[src/rtl/stmpm_defines.svh]
// Purpose: register offsets, field positions, reset values and codes of the timer
// Assumes: 8-bit APB byte address, one aligned 32-bit word per register
// Notes: definitions only
`ifndef STMPM_DEFINES_SVH
`define STMPM_DEFINES_SVH

`define STMPM_ADDR_W 8
`define STMPM_ADDR_CTRL0 8'h00
`define STMPM_ADDR_CTRL1 8'h04
`define STMPM_ADDR_COUNT 8'h08
`define STMPM_ADDR_CMPA 8'h0c
`define STMPM_ADDR_CMPP 8'h10
`define STMPM_ADDR_STATUS 8'h14

`define STMPM_CTRL0_RUN 0
`define STMPM_CTRL1_MODE_HI 7
`define STMPM_CTRL1_MODE_LO 6
`define STMPM_CTRL1_PIN_HI 5
`define STMPM_CTRL1_PIN_LO 4
`define STMPM_CTRL1_INIT 3
`define STMPM_CTRL1_INV 2
`define STMPM_CTRL1_SWAP 1
`define STMPM_CTRL1_CLRSEL 0
`define STMPM_STATUS_FLAG_A 0
`define STMPM_STATUS_FLAG_P 1

`define STMPM_CTRL1_RESET 8'h00
`define STMPM_CMP_RESET 16'h0000

`define STMPM_MODE_CMP 2'b00
`define STMPM_MODE_CAPT 2'b01
`define STMPM_MODE_PWM 2'b10
`define STMPM_MODE_TMR 2'b11

`define STMPM_PIN_NONE 2'b00
`define STMPM_PIN_LOW 2'b01
`define STMPM_PIN_HIGH 2'b10
`define STMPM_PIN_TOGGLE 2'b11
`define STMPM_PWM_INACTIVE 2'b00
`define STMPM_PWM_ACTIVE 2'b01
`define STMPM_PWM_WAVE 2'b10

`define STMPM_W_NARROW 10
`define STMPM_W_WIDE 16
`define STMPM_PW_NARROW 3
`define STMPM_PW_WIDE 8

`endif

[src/rtl/stmpm_pkg.sv]
// Purpose: shared types of the timer
// Assumes: nothing
// Notes: pin drive class chosen by the timer top
package stmpm_pkg;

  typedef enum logic [1:0] {
    STMPM_DRV_OFF,
    STMPM_DRV_CMP,
    STMPM_DRV_PWM
  } stmpm_drive_t;

endpackage : stmpm_pkg

[src/rtl/stmpm_timer.sv]
// Purpose: standard timer with compare-match output, timer/counter and edge-aligned pwm modes
// Assumes: timer clock is i_clk; registers reached over a zero-wait APB slave
// Notes: instance index 0 gives the 10-bit variant, index 1 the 16-bit one
//
// Local design decisions: the APB slave port and the register offsets.
`timescale 1ns/100ps
`default_nettype none
`include "stmpm_defines.svh"

// Functional notes
// - mode 00 is compare-match output mode
// - clear-select low: clear on p, both flags
// - clear-select high: clear on a, a flag only
// - a zero: overflow at maximum, no a flag
// - pin changes only on comparator a match
// - pin action: none, low, high, toggle
// - run rising edge loads initial pin level
// - mode 11 counts like mode 00, pin free
// - mode 10 pwm, swap picks period and duty
// - pwm raises a and p flags on matches
// - pwm polarity, force levels, invert select
// - narrow, swap 0: period p times 128
// - narrow, swap 1: period a, duty p times 128
// - wide, swap 0: period p times 256
// - wide, swap 1: period a, duty p times 256
// - duty at or above period holds active
// - pwm keeps running while pin forced
// - index 0 ten bits, index 1 sixteen
// - invert bit flips the driven pin level
module stmpm_timer #(
  parameter int TIMER_INDEX = 0
) (
  input wire logic i_clk,
  input wire logic i_sys_rst,
  input wire logic i_psel,
  input wire logic i_penable,
  input wire logic i_pwrite,
  input wire logic [`STMPM_ADDR_W-1:0] i_paddr,
  input wire logic [31:0] i_pwdata,
  output logic [31:0] o_prdata,
  output logic o_pready,
  output logic o_pslverr,
  output logic o_pin,
  output logic o_pin_oe,
  output logic o_match_a_flag,
  output logic o_match_p_flag
);

  // counter and compare widths follow the variant
  localparam int W = (TIMER_INDEX == 0) ? `STMPM_W_NARROW : `STMPM_W_WIDE;
  localparam int PW = (TIMER_INDEX == 0) ? `STMPM_PW_NARROW : `STMPM_PW_WIDE;
  localparam int LOW = W - PW;

  if (TIMER_INDEX != 0 && TIMER_INDEX != 1) begin : g_bad_index
    $error("stmpm_timer: TIMER_INDEX must be 0 or 1");
  end

  typedef struct packed {
    logic run;
    logic run_d1;
    logic [1:0] mode;
    logic [1:0] pin_action;
    logic init_level;
    logic invert;
    logic swap;
    logic clear_sel;
    logic [W-1:0] cmp_a;
    logic [PW-1:0] cmp_p;
    logic flag_a;
    logic flag_p;
    logic [31:0] prdata;
  } stmpm_top_state_t;

  stmpm_top_state_t st_q;
  stmpm_top_state_t st_d;

  // register map, one aligned word each, reserved bits read zero:
  //   ctrl0  bit 0 run bit; a rising edge restarts count and pin
  //   ctrl1  bits 7:6 mode, 5:4 pin action, 3 initial level,
  //          bit 2 polarity invert, 1 duty/period swap, 0 clear select
  //   count  read only, value seen at the setup edge
  //   cmpa   low W bits, compare a value
  //   cmpp   low PW bits, compared with the top PW counter bits
  //   status bit 0 match a flag, bit 1 match p flag, write one to clear
  // modes: 00 compare output, 10 pwm, 11 timer, 01 runs like 11
  // hazards kept by software, not checked here:
  //   a zero compare a value in compare mode gives no a flag
  //   mode, pin action and swap change only while stopped
  // the slave never stalls: pready is tied high, and an unmapped
  // address answers with pslverr and zero read data

  // bus decode
  logic setup_ph;
  logic access_ph;
  logic wr_en;
  logic addr_ok;
  logic [31:0] rd_word;

  // timer core
  logic restart;
  logic is_pwm;
  logic a_nonzero;
  logic [W:0] full_range;
  logic [W:0] a_full;
  logic [W:0] p_full;
  logic [W:0] a_tgt;
  logic [W:0] p_tgt;
  logic clr_on_a;
  logic clr_on_p;
  logic [W-1:0] count;
  logic a_hit;
  logic p_hit;
  logic a_event;
  logic p_event;
  logic [W:0] duty;
  logic [W:0] period;
  logic pwm_on;
  stmpm_pkg::stmpm_drive_t drive;

  assign setup_ph = i_psel && !i_penable;
  assign access_ph = i_psel && i_penable;
  assign wr_en = access_ph && i_pwrite && addr_ok;

  always_comb begin
    addr_ok = 1'b1;
    unique case (i_paddr)
      `STMPM_ADDR_CTRL0,
      `STMPM_ADDR_CTRL1,
      `STMPM_ADDR_COUNT,
      `STMPM_ADDR_CMPA,
      `STMPM_ADDR_CMPP,
      `STMPM_ADDR_STATUS: addr_ok = 1'b1;
      default: addr_ok = 1'b0;
    endcase
  end

  always_comb begin
    rd_word = 32'h0000_0000;
    unique case (i_paddr)
      `STMPM_ADDR_CTRL0: begin
        rd_word[`STMPM_CTRL0_RUN] = st_q.run;
      end
      `STMPM_ADDR_CTRL1: begin
        rd_word[`STMPM_CTRL1_MODE_HI:`STMPM_CTRL1_MODE_LO] = st_q.mode;
        rd_word[`STMPM_CTRL1_PIN_HI:`STMPM_CTRL1_PIN_LO] = st_q.pin_action;
        rd_word[`STMPM_CTRL1_INIT] = st_q.init_level;
        rd_word[`STMPM_CTRL1_INV] = st_q.invert;
        rd_word[`STMPM_CTRL1_SWAP] = st_q.swap;
        rd_word[`STMPM_CTRL1_CLRSEL] = st_q.clear_sel;
      end
      `STMPM_ADDR_COUNT: begin
        rd_word[W-1:0] = count;
      end
      `STMPM_ADDR_CMPA: begin
        rd_word[W-1:0] = st_q.cmp_a;
      end
      `STMPM_ADDR_CMPP: begin
        rd_word[PW-1:0] = st_q.cmp_p;
      end
      `STMPM_ADDR_STATUS: begin
        rd_word[`STMPM_STATUS_FLAG_A] = st_q.flag_a;
        rd_word[`STMPM_STATUS_FLAG_P] = st_q.flag_p;
      end
      default: begin
        rd_word = 32'h0000_0000;
      end
    endcase
  end

  // run bit rising edge restarts counter and reloads the pin
  assign restart = st_q.run && !st_q.run_d1;
  assign is_pwm = (st_q.mode == `STMPM_MODE_PWM);
  assign a_nonzero = (st_q.cmp_a != '0);

  // a zero compare value stands for the full counter range
  assign full_range = {1'b1, {W{1'b0}}};
  assign a_full = a_nonzero ? {1'b0, st_q.cmp_a} : full_range;
  // p is compared with the top counter bits, so it steps in 2**LOW counts
  assign p_full = (st_q.cmp_p == '0) ? full_range : {1'b0, st_q.cmp_p, {LOW{1'b0}}};

  assign a_tgt = a_full;
  assign p_tgt = p_full;

  always_comb begin
    clr_on_a = 1'b0;
    clr_on_p = 1'b0;
    if (is_pwm) begin
      // clear-select is ignored; the period comparator clears
      clr_on_a = st_q.swap;
      clr_on_p = !st_q.swap;
    end else begin
      clr_on_a = st_q.clear_sel && a_nonzero;
      clr_on_p = !st_q.clear_sel;
    end
  end

  stmpm_counter #(
    .W(W)
  ) u_counter (
    .i_clk(i_clk),
    .i_sys_rst(i_sys_rst),
    .i_run(st_q.run),
    .i_restart(restart),
    .i_a_tgt(a_tgt),
    .i_p_tgt(p_tgt),
    .i_clr_on_a(clr_on_a),
    .i_clr_on_p(clr_on_p),
    .o_count(count),
    .o_a_hit(a_hit),
    .o_p_hit(p_hit)
  );

  // flag events; a zero a value never raises the a flag
  always_comb begin
    a_event = a_hit && a_nonzero;
    p_event = 1'b0;
    if (is_pwm) begin
      p_event = p_hit;
    end else begin
      p_event = p_hit && !st_q.clear_sel;
    end
  end

  // edge-aligned pwm: active from counter clear until duty is reached
  assign period = st_q.swap ? a_full : p_full;
  assign duty = st_q.swap ? p_full : {1'b0, st_q.cmp_a};
  assign pwm_on = (duty >= period) || ({1'b0, count} < duty);

  // pin drive class per mode; timer mode leaves the pin free
  always_comb begin
    unique case (st_q.mode)
      `STMPM_MODE_CMP: begin
        drive = stmpm_pkg::STMPM_DRV_CMP;
      end
      `STMPM_MODE_PWM: begin
        drive = stmpm_pkg::STMPM_DRV_PWM;
      end
      `STMPM_MODE_TMR: begin
        drive = stmpm_pkg::STMPM_DRV_OFF;
      end
      `STMPM_MODE_CAPT: begin
        // capture is not built: counts like timer mode, pin free
        drive = stmpm_pkg::STMPM_DRV_OFF;
      end
    endcase
  end

  stmpm_pin u_pin (
    .i_clk(i_clk),
    .i_sys_rst(i_sys_rst),
    .i_drive(drive),
    .i_restart(restart),
    .i_a_event(a_event),
    .i_pin_action(st_q.pin_action),
    .i_init_level(st_q.init_level),
    .i_invert(st_q.invert),
    .i_pwm_on(pwm_on),
    .o_pin(o_pin),
    .o_pin_oe(o_pin_oe)
  );

  // register file and flags
  // read data is taken at the setup edge, so a read of count
  // returns the value one cycle before the access edge
  // a flag write-one-to-clear loses against a match in the same
  // cycle, so no event is ever dropped by software polling
  always_comb begin
    st_d = st_q;
    st_d.run_d1 = st_q.run;
    if (setup_ph) begin
      st_d.prdata = rd_word;
    end
    if (wr_en) begin
      unique case (i_paddr)
        `STMPM_ADDR_CTRL0: begin
          st_d.run = i_pwdata[`STMPM_CTRL0_RUN];
        end
        `STMPM_ADDR_CTRL1: begin
          st_d.mode = i_pwdata[`STMPM_CTRL1_MODE_HI:`STMPM_CTRL1_MODE_LO];
          st_d.pin_action = i_pwdata[`STMPM_CTRL1_PIN_HI:`STMPM_CTRL1_PIN_LO];
          st_d.init_level = i_pwdata[`STMPM_CTRL1_INIT];
          st_d.invert = i_pwdata[`STMPM_CTRL1_INV];
          st_d.swap = i_pwdata[`STMPM_CTRL1_SWAP];
          st_d.clear_sel = i_pwdata[`STMPM_CTRL1_CLRSEL];
        end
        `STMPM_ADDR_CMPA: begin
          st_d.cmp_a = i_pwdata[W-1:0];
        end
        `STMPM_ADDR_CMPP: begin
          st_d.cmp_p = i_pwdata[PW-1:0];
        end
        `STMPM_ADDR_STATUS: begin
          // write one to clear
          if (i_pwdata[`STMPM_STATUS_FLAG_A]) begin
            st_d.flag_a = 1'b0;
          end
          if (i_pwdata[`STMPM_STATUS_FLAG_P]) begin
            st_d.flag_p = 1'b0;
          end
        end
        default: begin
          st_d.run = st_q.run;
        end
      endcase
    end
    // a match in the clearing cycle still sets its flag
    if (a_event) begin
      st_d.flag_a = 1'b1;
    end
    if (p_event) begin
      st_d.flag_p = 1'b1;
    end
  end

  always_ff @(posedge i_clk or posedge i_sys_rst) begin
    if (i_sys_rst) begin
      st_q <= '0;
    end else begin
      st_q <= st_d;
    end
  end

  assign o_prdata = st_q.prdata;
  assign o_pready = 1'b1;
  assign o_pslverr = access_ph && !addr_ok;
  assign o_match_a_flag = st_q.flag_a;
  assign o_match_p_flag = st_q.flag_p;

endmodule : stmpm_timer
`default_nettype wire

[src/rtl/stmpm_counter.sv]
// Purpose: count-up counter with comparators a and p
// Assumes: targets are given as "period length", 2**W meaning full range
// Notes: a hit is flagged on the last count before the target value
`timescale 1ns/100ps
`default_nettype none
module stmpm_counter #(
  parameter int W = 10
) (
  input wire logic i_clk,
  input wire logic i_sys_rst,
  input wire logic i_run,
  input wire logic i_restart,
  input wire logic [W:0] i_a_tgt,
  input wire logic [W:0] i_p_tgt,
  input wire logic i_clr_on_a,
  input wire logic i_clr_on_p,
  output logic [W-1:0] o_count,
  output logic o_a_hit,
  output logic o_p_hit
);

  typedef struct packed {
    logic [W-1:0] count;
  } stmpm_cnt_state_t;

  stmpm_cnt_state_t st_q;
  stmpm_cnt_state_t st_d;
  logic [W:0] count_p1;

  assign count_p1 = {1'b0, st_q.count} + {{W{1'b0}}, 1'b1};
  assign o_a_hit = i_run && !i_restart && (count_p1 == i_a_tgt);
  assign o_p_hit = i_run && !i_restart && (count_p1 == i_p_tgt);
  assign o_count = st_q.count;

  always_comb begin
    st_d = st_q;
    if (i_restart) begin
      st_d.count = '0;
    end else if (i_run) begin
      if ((o_a_hit && i_clr_on_a) || (o_p_hit && i_clr_on_p)) begin
        st_d.count = '0;
      end else begin
        st_d.count = count_p1[W-1:0];
      end
    end
  end

  always_ff @(posedge i_clk or posedge i_sys_rst) begin
    if (i_sys_rst) begin
      st_q <= '0;
    end else begin
      st_q <= st_d;
    end
  end

endmodule : stmpm_counter
`default_nettype wire

[src/rtl/stmpm_pin.sv]
// Purpose: output pin of the timer in compare and pwm modes
// Assumes: events are one-cycle pulses from the timer top
// Notes: pin and enable are registered, one cycle behind their cause
`timescale 1ns/100ps
`default_nettype none
`include "stmpm_defines.svh"
module stmpm_pin (
  input wire logic i_clk,
  input wire logic i_sys_rst,
  input wire stmpm_pkg::stmpm_drive_t i_drive,
  input wire logic i_restart,
  input wire logic i_a_event,
  input wire logic [1:0] i_pin_action,
  input wire logic i_init_level,
  input wire logic i_invert,
  input wire logic i_pwm_on,
  output logic o_pin,
  output logic o_pin_oe
);

  typedef struct packed {
    logic level;
    logic pin;
    logic oe;
  } stmpm_pin_state_t;

  stmpm_pin_state_t st_q;
  stmpm_pin_state_t st_d;
  logic pwm_act;

  always_comb begin
    st_d = st_q;
    pwm_act = 1'b0;
    if (i_restart) begin
      st_d.level = i_init_level;
    end else if (i_drive == stmpm_pkg::STMPM_DRV_CMP && i_a_event) begin
      unique case (i_pin_action)
        `STMPM_PIN_NONE: st_d.level = st_q.level;
        `STMPM_PIN_LOW: st_d.level = 1'b0;
        `STMPM_PIN_HIGH: st_d.level = 1'b1;
        `STMPM_PIN_TOGGLE: st_d.level = ~st_q.level;
      endcase
    end
    // pwm waveform keeps running whatever the pin action forces
    unique case (i_pin_action)
      `STMPM_PWM_INACTIVE: pwm_act = 1'b0;
      `STMPM_PWM_ACTIVE: pwm_act = 1'b1;
      `STMPM_PWM_WAVE: pwm_act = i_pwm_on;
      default: pwm_act = 1'b0;
    endcase
    unique case (i_drive)
      stmpm_pkg::STMPM_DRV_CMP: begin
        st_d.pin = st_d.level ^ i_invert;
        st_d.oe = 1'b1;
      end
      stmpm_pkg::STMPM_DRV_PWM: begin
        st_d.pin = (pwm_act ? i_init_level : ~i_init_level) ^ i_invert;
        st_d.oe = 1'b1;
      end
      default: begin
        st_d.pin = 1'b0;
        st_d.oe = 1'b0;
      end
    endcase
  end

  always_ff @(posedge i_clk or posedge i_sys_rst) begin
    if (i_sys_rst) begin
      st_q <= '0;
    end else begin
      st_q <= st_d;
    end
  end

  assign o_pin = st_q.pin;
  assign o_pin_oe = st_q.oe;

endmodule : stmpm_pin
`default_nettype wire

[config.mk]
export PLATFORM = sky130hd
export DESIGN_NAME = stmpm_timer
export DESIGN_NICKNAME = d
export VERILOG_FILES = /design/src/rtl/stmpm_pkg.sv /design/src/rtl/stmpm_timer.sv /design/src/rtl/stmpm_counter.sv /design/src/rtl/stmpm_pin.sv
export VERILOG_INCLUDE_DIRS = /design/src /design/src/rtl
export SDC_FILE = /design/constraint.sdc
export NUM_CORES = 1
export LEC_CHECK = 0
export ABC_AREA = 1
export BUFFER_PORTS_ARGS = -buffer_cell sky130_fd_sc_hd__buf_2
export CORE_MARGIN = 4
export CORE_UTILIZATION = 30
export CTS_CLUSTER_DIAMETER = 50
export DETAILED_ROUTE_END_ITERATION = 8
export GPL_TIMING_DRIVEN = 0
export RECOVER_POWER = 50
export SKIP_CTS_REPAIR_TIMING = 1
export SLEW_MARGIN = 20
export SYNTH_ARGS = -nofsm -noshare
export SYNTH_HDL_FRONTEND = slang
export SYNTH_HIERARCHICAL = 1
export SYNTH_SLANG_ARGS = --single-unit
[constraint.sdc]
create_clock -name i_clk -period 4.6 [get_ports i_clk]
set_input_delay 1.38 -clock i_clk [delete_from_list [all_inputs] [get_ports i_clk]]
set_output_delay 1.38 -clock i_clk [all_outputs]
set_load 0.02 [all_outputs]
# Yosys cells after proc, flatten, opt, wreduce, memory -nomap -nowiden
# Cells that the tools add are included.
[word_totals]
reg_bits = 48
inputBits = 45
output_inout_bits = 38
word_cells = 111
[classes]
addsub = 1
magnitude_cmp = 2
eq_ne = 15
muxes = 29
bitwise = 4
n_reduce_logical = 43
[ops]
columns = ["cell", "count"]
rows = [
  ["2-to-1 mux 11 bit", 4],
  ["2-to-1 mux 10 bit", 3],
  ["equality test 11 bit", 2],
  ["equality test 8 x 4 -> 1 bit, second input constant", 2],
  ["equality test 8 x 5 -> 1 bit, second input constant", 2],
  ["logical AND 1 bit", 15],
  ["one-hot mux 5 bit (3 select lines)", 1],
  ["nonzero test 2 bit", 7],
  ["adder 10 x 1 -> 11 bit, second input constant", 1],
  [">= comparator 11 bit", 1],
  ["less-than comparator 10 x 11 -> 1 bit", 1],
  ["2-to-1 mux 1 bit", 11],
  ["equality test 2 bit, second input constant", 5],
  ["nonzero test 10 bit", 1],
  ["equality test 8 x 3 -> 1 bit, second input constant", 1],
  ["logical NOT 8 bit", 1],
  ["one-hot mux 1 bit (4 select lines)", 2],
  ["one-hot mux 2 bit (2 select lines)", 2],
  ["AND reduction 2 bit", 4],
  ["equality test 2 x 1 -> 1 bit, second input constant", 3],
  ["logical NOT 1 bit", 6],
  ["one-hot mux 1 bit (6 select lines)", 1],
  ["one-hot mux 2 bit (3 select lines)", 1],
  ["AND reduction 3 bit", 2],
  ["10 further kinds", 15],
]

# Depth between registers and ports, before layout
[depth]
word_depth = 11
depth_mapped = 23
depth_no_buf = 23

# Modules after synthesis
# The synthesis kept the hierarchy.
[modules_own_cells]
columns = ["mod", "n_inst", "cells_each", "area_each_um2", "seq_area_each_um2"]
rows = [
  ["stmpm_timer", 1, 381, 2608.8, 875.8],
  ["stmpm_counter", 1, 228, 1317.5, 250.2],
  ["stmpm_pin", 1, 40, 277.8, 75.1],
]

# Least setup slack after synthesis
# OpenSTA, ideal clock, no wires.
[synth_path]
kind = "input -> output"
from = "in i_paddr[6]"
to = "out o_pslverr"
arrival_ps = 2371
required_time_ps = 3220
path_slack_ps = 849
stages = 8
path_buffers = 0
cell_sequence = "inv_1 nand2_1 nor2_1 nand2_1 inv_1 nor2_1 nand2_1 nor3b_1"
[synth_between]
elab_chain_len = 5
elab_cells_between_ends = 10
classes_between = "5 x eq/ne; 1 x mux; 4 x reduce/logical"
[synth_rtl]
columns = ["element", "line", "source"]
rows = [
  ["from (decl)", "stmpm_timer.sv:38", "input wire logic [`STMPM_ADDR_W-1:0] i_paddr,"],
  ["equality test 8 x 5 -> 1 bit (tied with other cells)", "stmpm_timer.sv:126", "unique case (i_paddr)"],
  ["OR reduction 6 bit *", "stmpm_timer.sv:126", ""],
  ["2-to-1 mux 1 bit *", "stmpm_timer.sv:126", ""],
  ["logical NOT 1 bit *", "stmpm_timer.sv:325", "assign o_pslverr = access_ph && !addr_ok;"],
  ["logical AND 1 bit *", "stmpm_timer.sv:325", ""],
  ["to (decl)", "stmpm_timer.sv:42", "output logic o_pslverr,"],
]
# Mark *: on every way between the ends. The rest lies on a longest branch, timed or not.

# Worst setup path after layout
[layout_path]
from = "in i_paddr[7]"
to = "out o_pslverr"
# The elaborated chain is that of the path after synthesis.

==> results by group <==
Power
  – Max VDD drop: 146 uV
  – Clock power frac: 24.0%
  – Share of power burned in registers: 36.3%
  – Psw: 702 uW
  – Leak: 2.62 nW
  – Pint: 912 uW
  – Sw frac: 43.5%
  – Pwr/cell area: 331 nW/um^2
  – Combinational share of power: 39.6%

STA
  – Setup violators final: 0
  – Tcrit/Tclk final: 83.1%
  – Final Critical Period: 3.82 ns
  – Clock Skew: 0.0112 ns
  – Final Max Slew Viols: 0
  – Setup tns final: 0 ns
  – Final Hold Viols: 0
  – Worst-margin pin slew: 1.38 ns
  – Max Fclk: 262 MHz
  – RSZ-0062 raised after global routing: false
  – Max_slew headroom: 7.65%

Drt
  – WL final: 11200 um
  – Post-route DRC: 0
  – Antenna Violating Nets Remaining: 0
  – Avg Vias per Cell: 4.41
  – Post-DR wirelength/cell: 12.4 um
  – Drt first pass iters: 5
  – DR vias: 3983
  – Starting DRT DRC Count: 278

Clocking
  – H-tree lvl count: 2
  – Clk slew on worst S/H paths: 0.08 ns
  – CTS tree: done
  – Max Buffers Root-to-Sink: 2
  – Worst-skew pair later-pin latency: 0.30 ns
  – TritonCTS Buffers: 5
  – Clock Sinks: 48
  – Clock root buffer: clkbuf_16

Synth
  – Netlist cell types: 37
  – Yosys top cell area share: 28.6%
  – Top post-synthesis cells by area: dfrtp_1 29%, nand2_1 18%, inv_1 8.1%
  – Post-Synthesis Cell Area: 4200 um^2
  – Yosys warning count: 6
  – Avg Cell Area, Syn: 6.48 um^2
  – Seq cells post-synth: 48
  – Synth area leader: dfrtp_1
  – Synth Instances: 649
  – Post-synthesis sequential area ratio: 28.6%

Floorplanning
  – Num ports: 83
  – Site row count: 42
  – Die X: 126 um
  – Core Box Area: 13500 um^2
  – Die Area: 16000 um^2
  – Die span in y: 126 um
  – Initial Util: 31.1%

Final layout
  – Final instance area: 4870 um^2
  – Fill count: 1494
  – Share of layout cells above drive strength 1: 17.2%
  – Final net count: 790
  – Area grow syn2layout: 15.9%
  – Fin util: 36.1%
  – Commonest non-fill, non-tap cell in the layout: nand2_1
  – Commonest cells after routing, fill and taps aside: 201 x nand2_1, 92 x inv_1, 55 x nand3_1
  – N_diodes: 0

Global route
  – Antenna violations before repair: 0
  – Global-route usage over all layers: 14.3%
  – Vias in the first global route: 3687
  – Grt ovf: 0
  – First-pass GRT wire length: 18700 um
  – Largest net degree at the start of global routing: 36

Place
  – Cell Area, Placed: 4740 um^2
  – Placer Congestion: 0.842
  – Port buffer count: 37
  – DPL Wire Length: 8880 um

Worst setup path
  – Crit start category: input pin
  – Worst-path fanout max: 10
  – CP required: 3.22 ns
  – CP Class: in2out
  – Crit path capture type: output port
  – Arrival time at the worst endpoint: 2.44 ns

Status
  – Status: finished, final reports clean

Hold path
  – Worst Hold Class: reg2reg

Flow run
  – Max-Cap Viols: 0
-- sequential cells by signal, summed over array words and instances, names as in the netlist --
| signal | flops |
|---|---|
| u_pin/o_pin | 1 |
| u_pin/st_q | 1 |
| st_q | 22 |
| u_pin/o_pin_oe | 1 |
| st_d | 1 |
| o_prdata | 10 |
| u_counter/o_count | 10 |
| o_match_p_flag | 1 |
| o_match_a_flag | 1 |
-- worst max-delay path, cell delays in order --
cell	delay (ns)
clkbuf_1	0.08
nor2_1	0.14
nand3_1	0.15
nor2_4	0.33
nor2_1	0.07
nor3b_1	0.14
buf_2	0.15
-- routing by layer --
layer / vias up / track usage (%) / part of all wire [%] / routed length (um)
met5: - / 0 / 0 / 0
met4: 0 / 2.33 / 0.58 / 65
met2: 111 / 22.1 / 42 / 4730
li1: 2107 / - / - / -
met3: 8 / 2.23 / 6.2 / 689
met1: 1757 / 21.5 / 51 / 5680
-- power by group through the flow --
stage	Clock [mW]	Combinational [mW]	Sequential (mW)
finish	0.387	0.640	0.586
global route	0.414	0.740	0.596
CTS	0.398	0.643	0.587
detailed placement	0	0.640	0.596
global placement	0	0.632	0.595
floorplan	0	0.522	0.552
-- worst paths after layout --
| path | start | depth (start not counted) | endpoint | slack [ns] |
|---|---|---|---|---|
| setup / recovery | i_paddr[7] | 7 | o_pslverr | 0.78 |
| hold / removal | o_prdata[3]$_DFFE_PP0P_ | 2 | o_prdata[3]$_DFFE_PP0P_ | 0.48 |
| setup reg to reg | st_q[34]$_DFFE_PP0P_ | 15 | u_pin/o_pin$_DFF_PP0_ | 1.81 |
| hold reg to reg | o_prdata[3]$_DFFE_PP0P_ | 2 | o_prdata[3]$_DFFE_PP0P_ | 0.48 |
| max in group asynchronous | i_sys_rst | 2 | o_prdata[9]$_DFFE_PP0P_ | 2.28 |
| min in group asynchronous | i_sys_rst | 2 | u_pin/o_pin_oe$_DFF_PP0_ | 0.96 |
-- final cells by class --
class / instances / area, um^2 / share of cell area [%]
Multi-Input combinational cell: 484 / 2410 / 49.5
Sequential cell: 48 / 1200 / 24.6
Inverter: 98 / 368 / 7.55
Buffer: 53 / 342 / 7.01
Tap cell: 176 / 220 / 4.52
Timing Repair Buffer: 37 / 179 / 3.67
Clock buffer: 5 / 125 / 2.57
Clock inverter: 3 / 25.0 / 0.513
-- cell families after synthesis --
logic type	after synthesis	share of synthesized area, %
simple gates	364	39.7
other cells	2	0.179
buf+inv	151	16.9
flops	48	28.6
fa+ha+maj	18	5.36
xor+xnor	2	0.417
compound gates	64	8.87
-- synthesized netlist by cell type --
cell,count
inv_2,3
xnor2_1,2
o21ai_1,9
clkinv_1,4
nor2_1,50
buf_4,33
nand3_2,8
o22ai_1,1
o31ai_1,1
o21bai_1,2
nor3_1,6
dfrtp_1,48
nor2_4,6
nand3_1,55
nor3b_1,1
conb_1,2
nand3_4,2
inv_1,91
nand3b_1,7
nor2_2,6
o21a_1,2
nand2_1,201
nand2_4,1
and3_1,1
clkbuf_1,15
o21ai_0,19
a31oi_1,2
o21ai_2,8
o2111ai_1,1
buf_2,3
buf_6,2
nand2_2,14
or2_2,1
nand4_1,5
ha_1,18
a21oi_1,18
a21o_1,1
-- per-stage QoR --
step	cells	power [mW]	hold WS, ns	setup WS, ns
final	904	1.61	0.482	0.779
after global routing	904	1.75	0.508	0.667
after global placement	896	1.23	0.465	0.778
after floorplan	683	1.07	0.433	0.849
after detailed placement	896	1.24	0.468	0.771
after CTS	904	1.63	0.488	0.768
No activity file was read; power rests on OpenSTA's default activity.
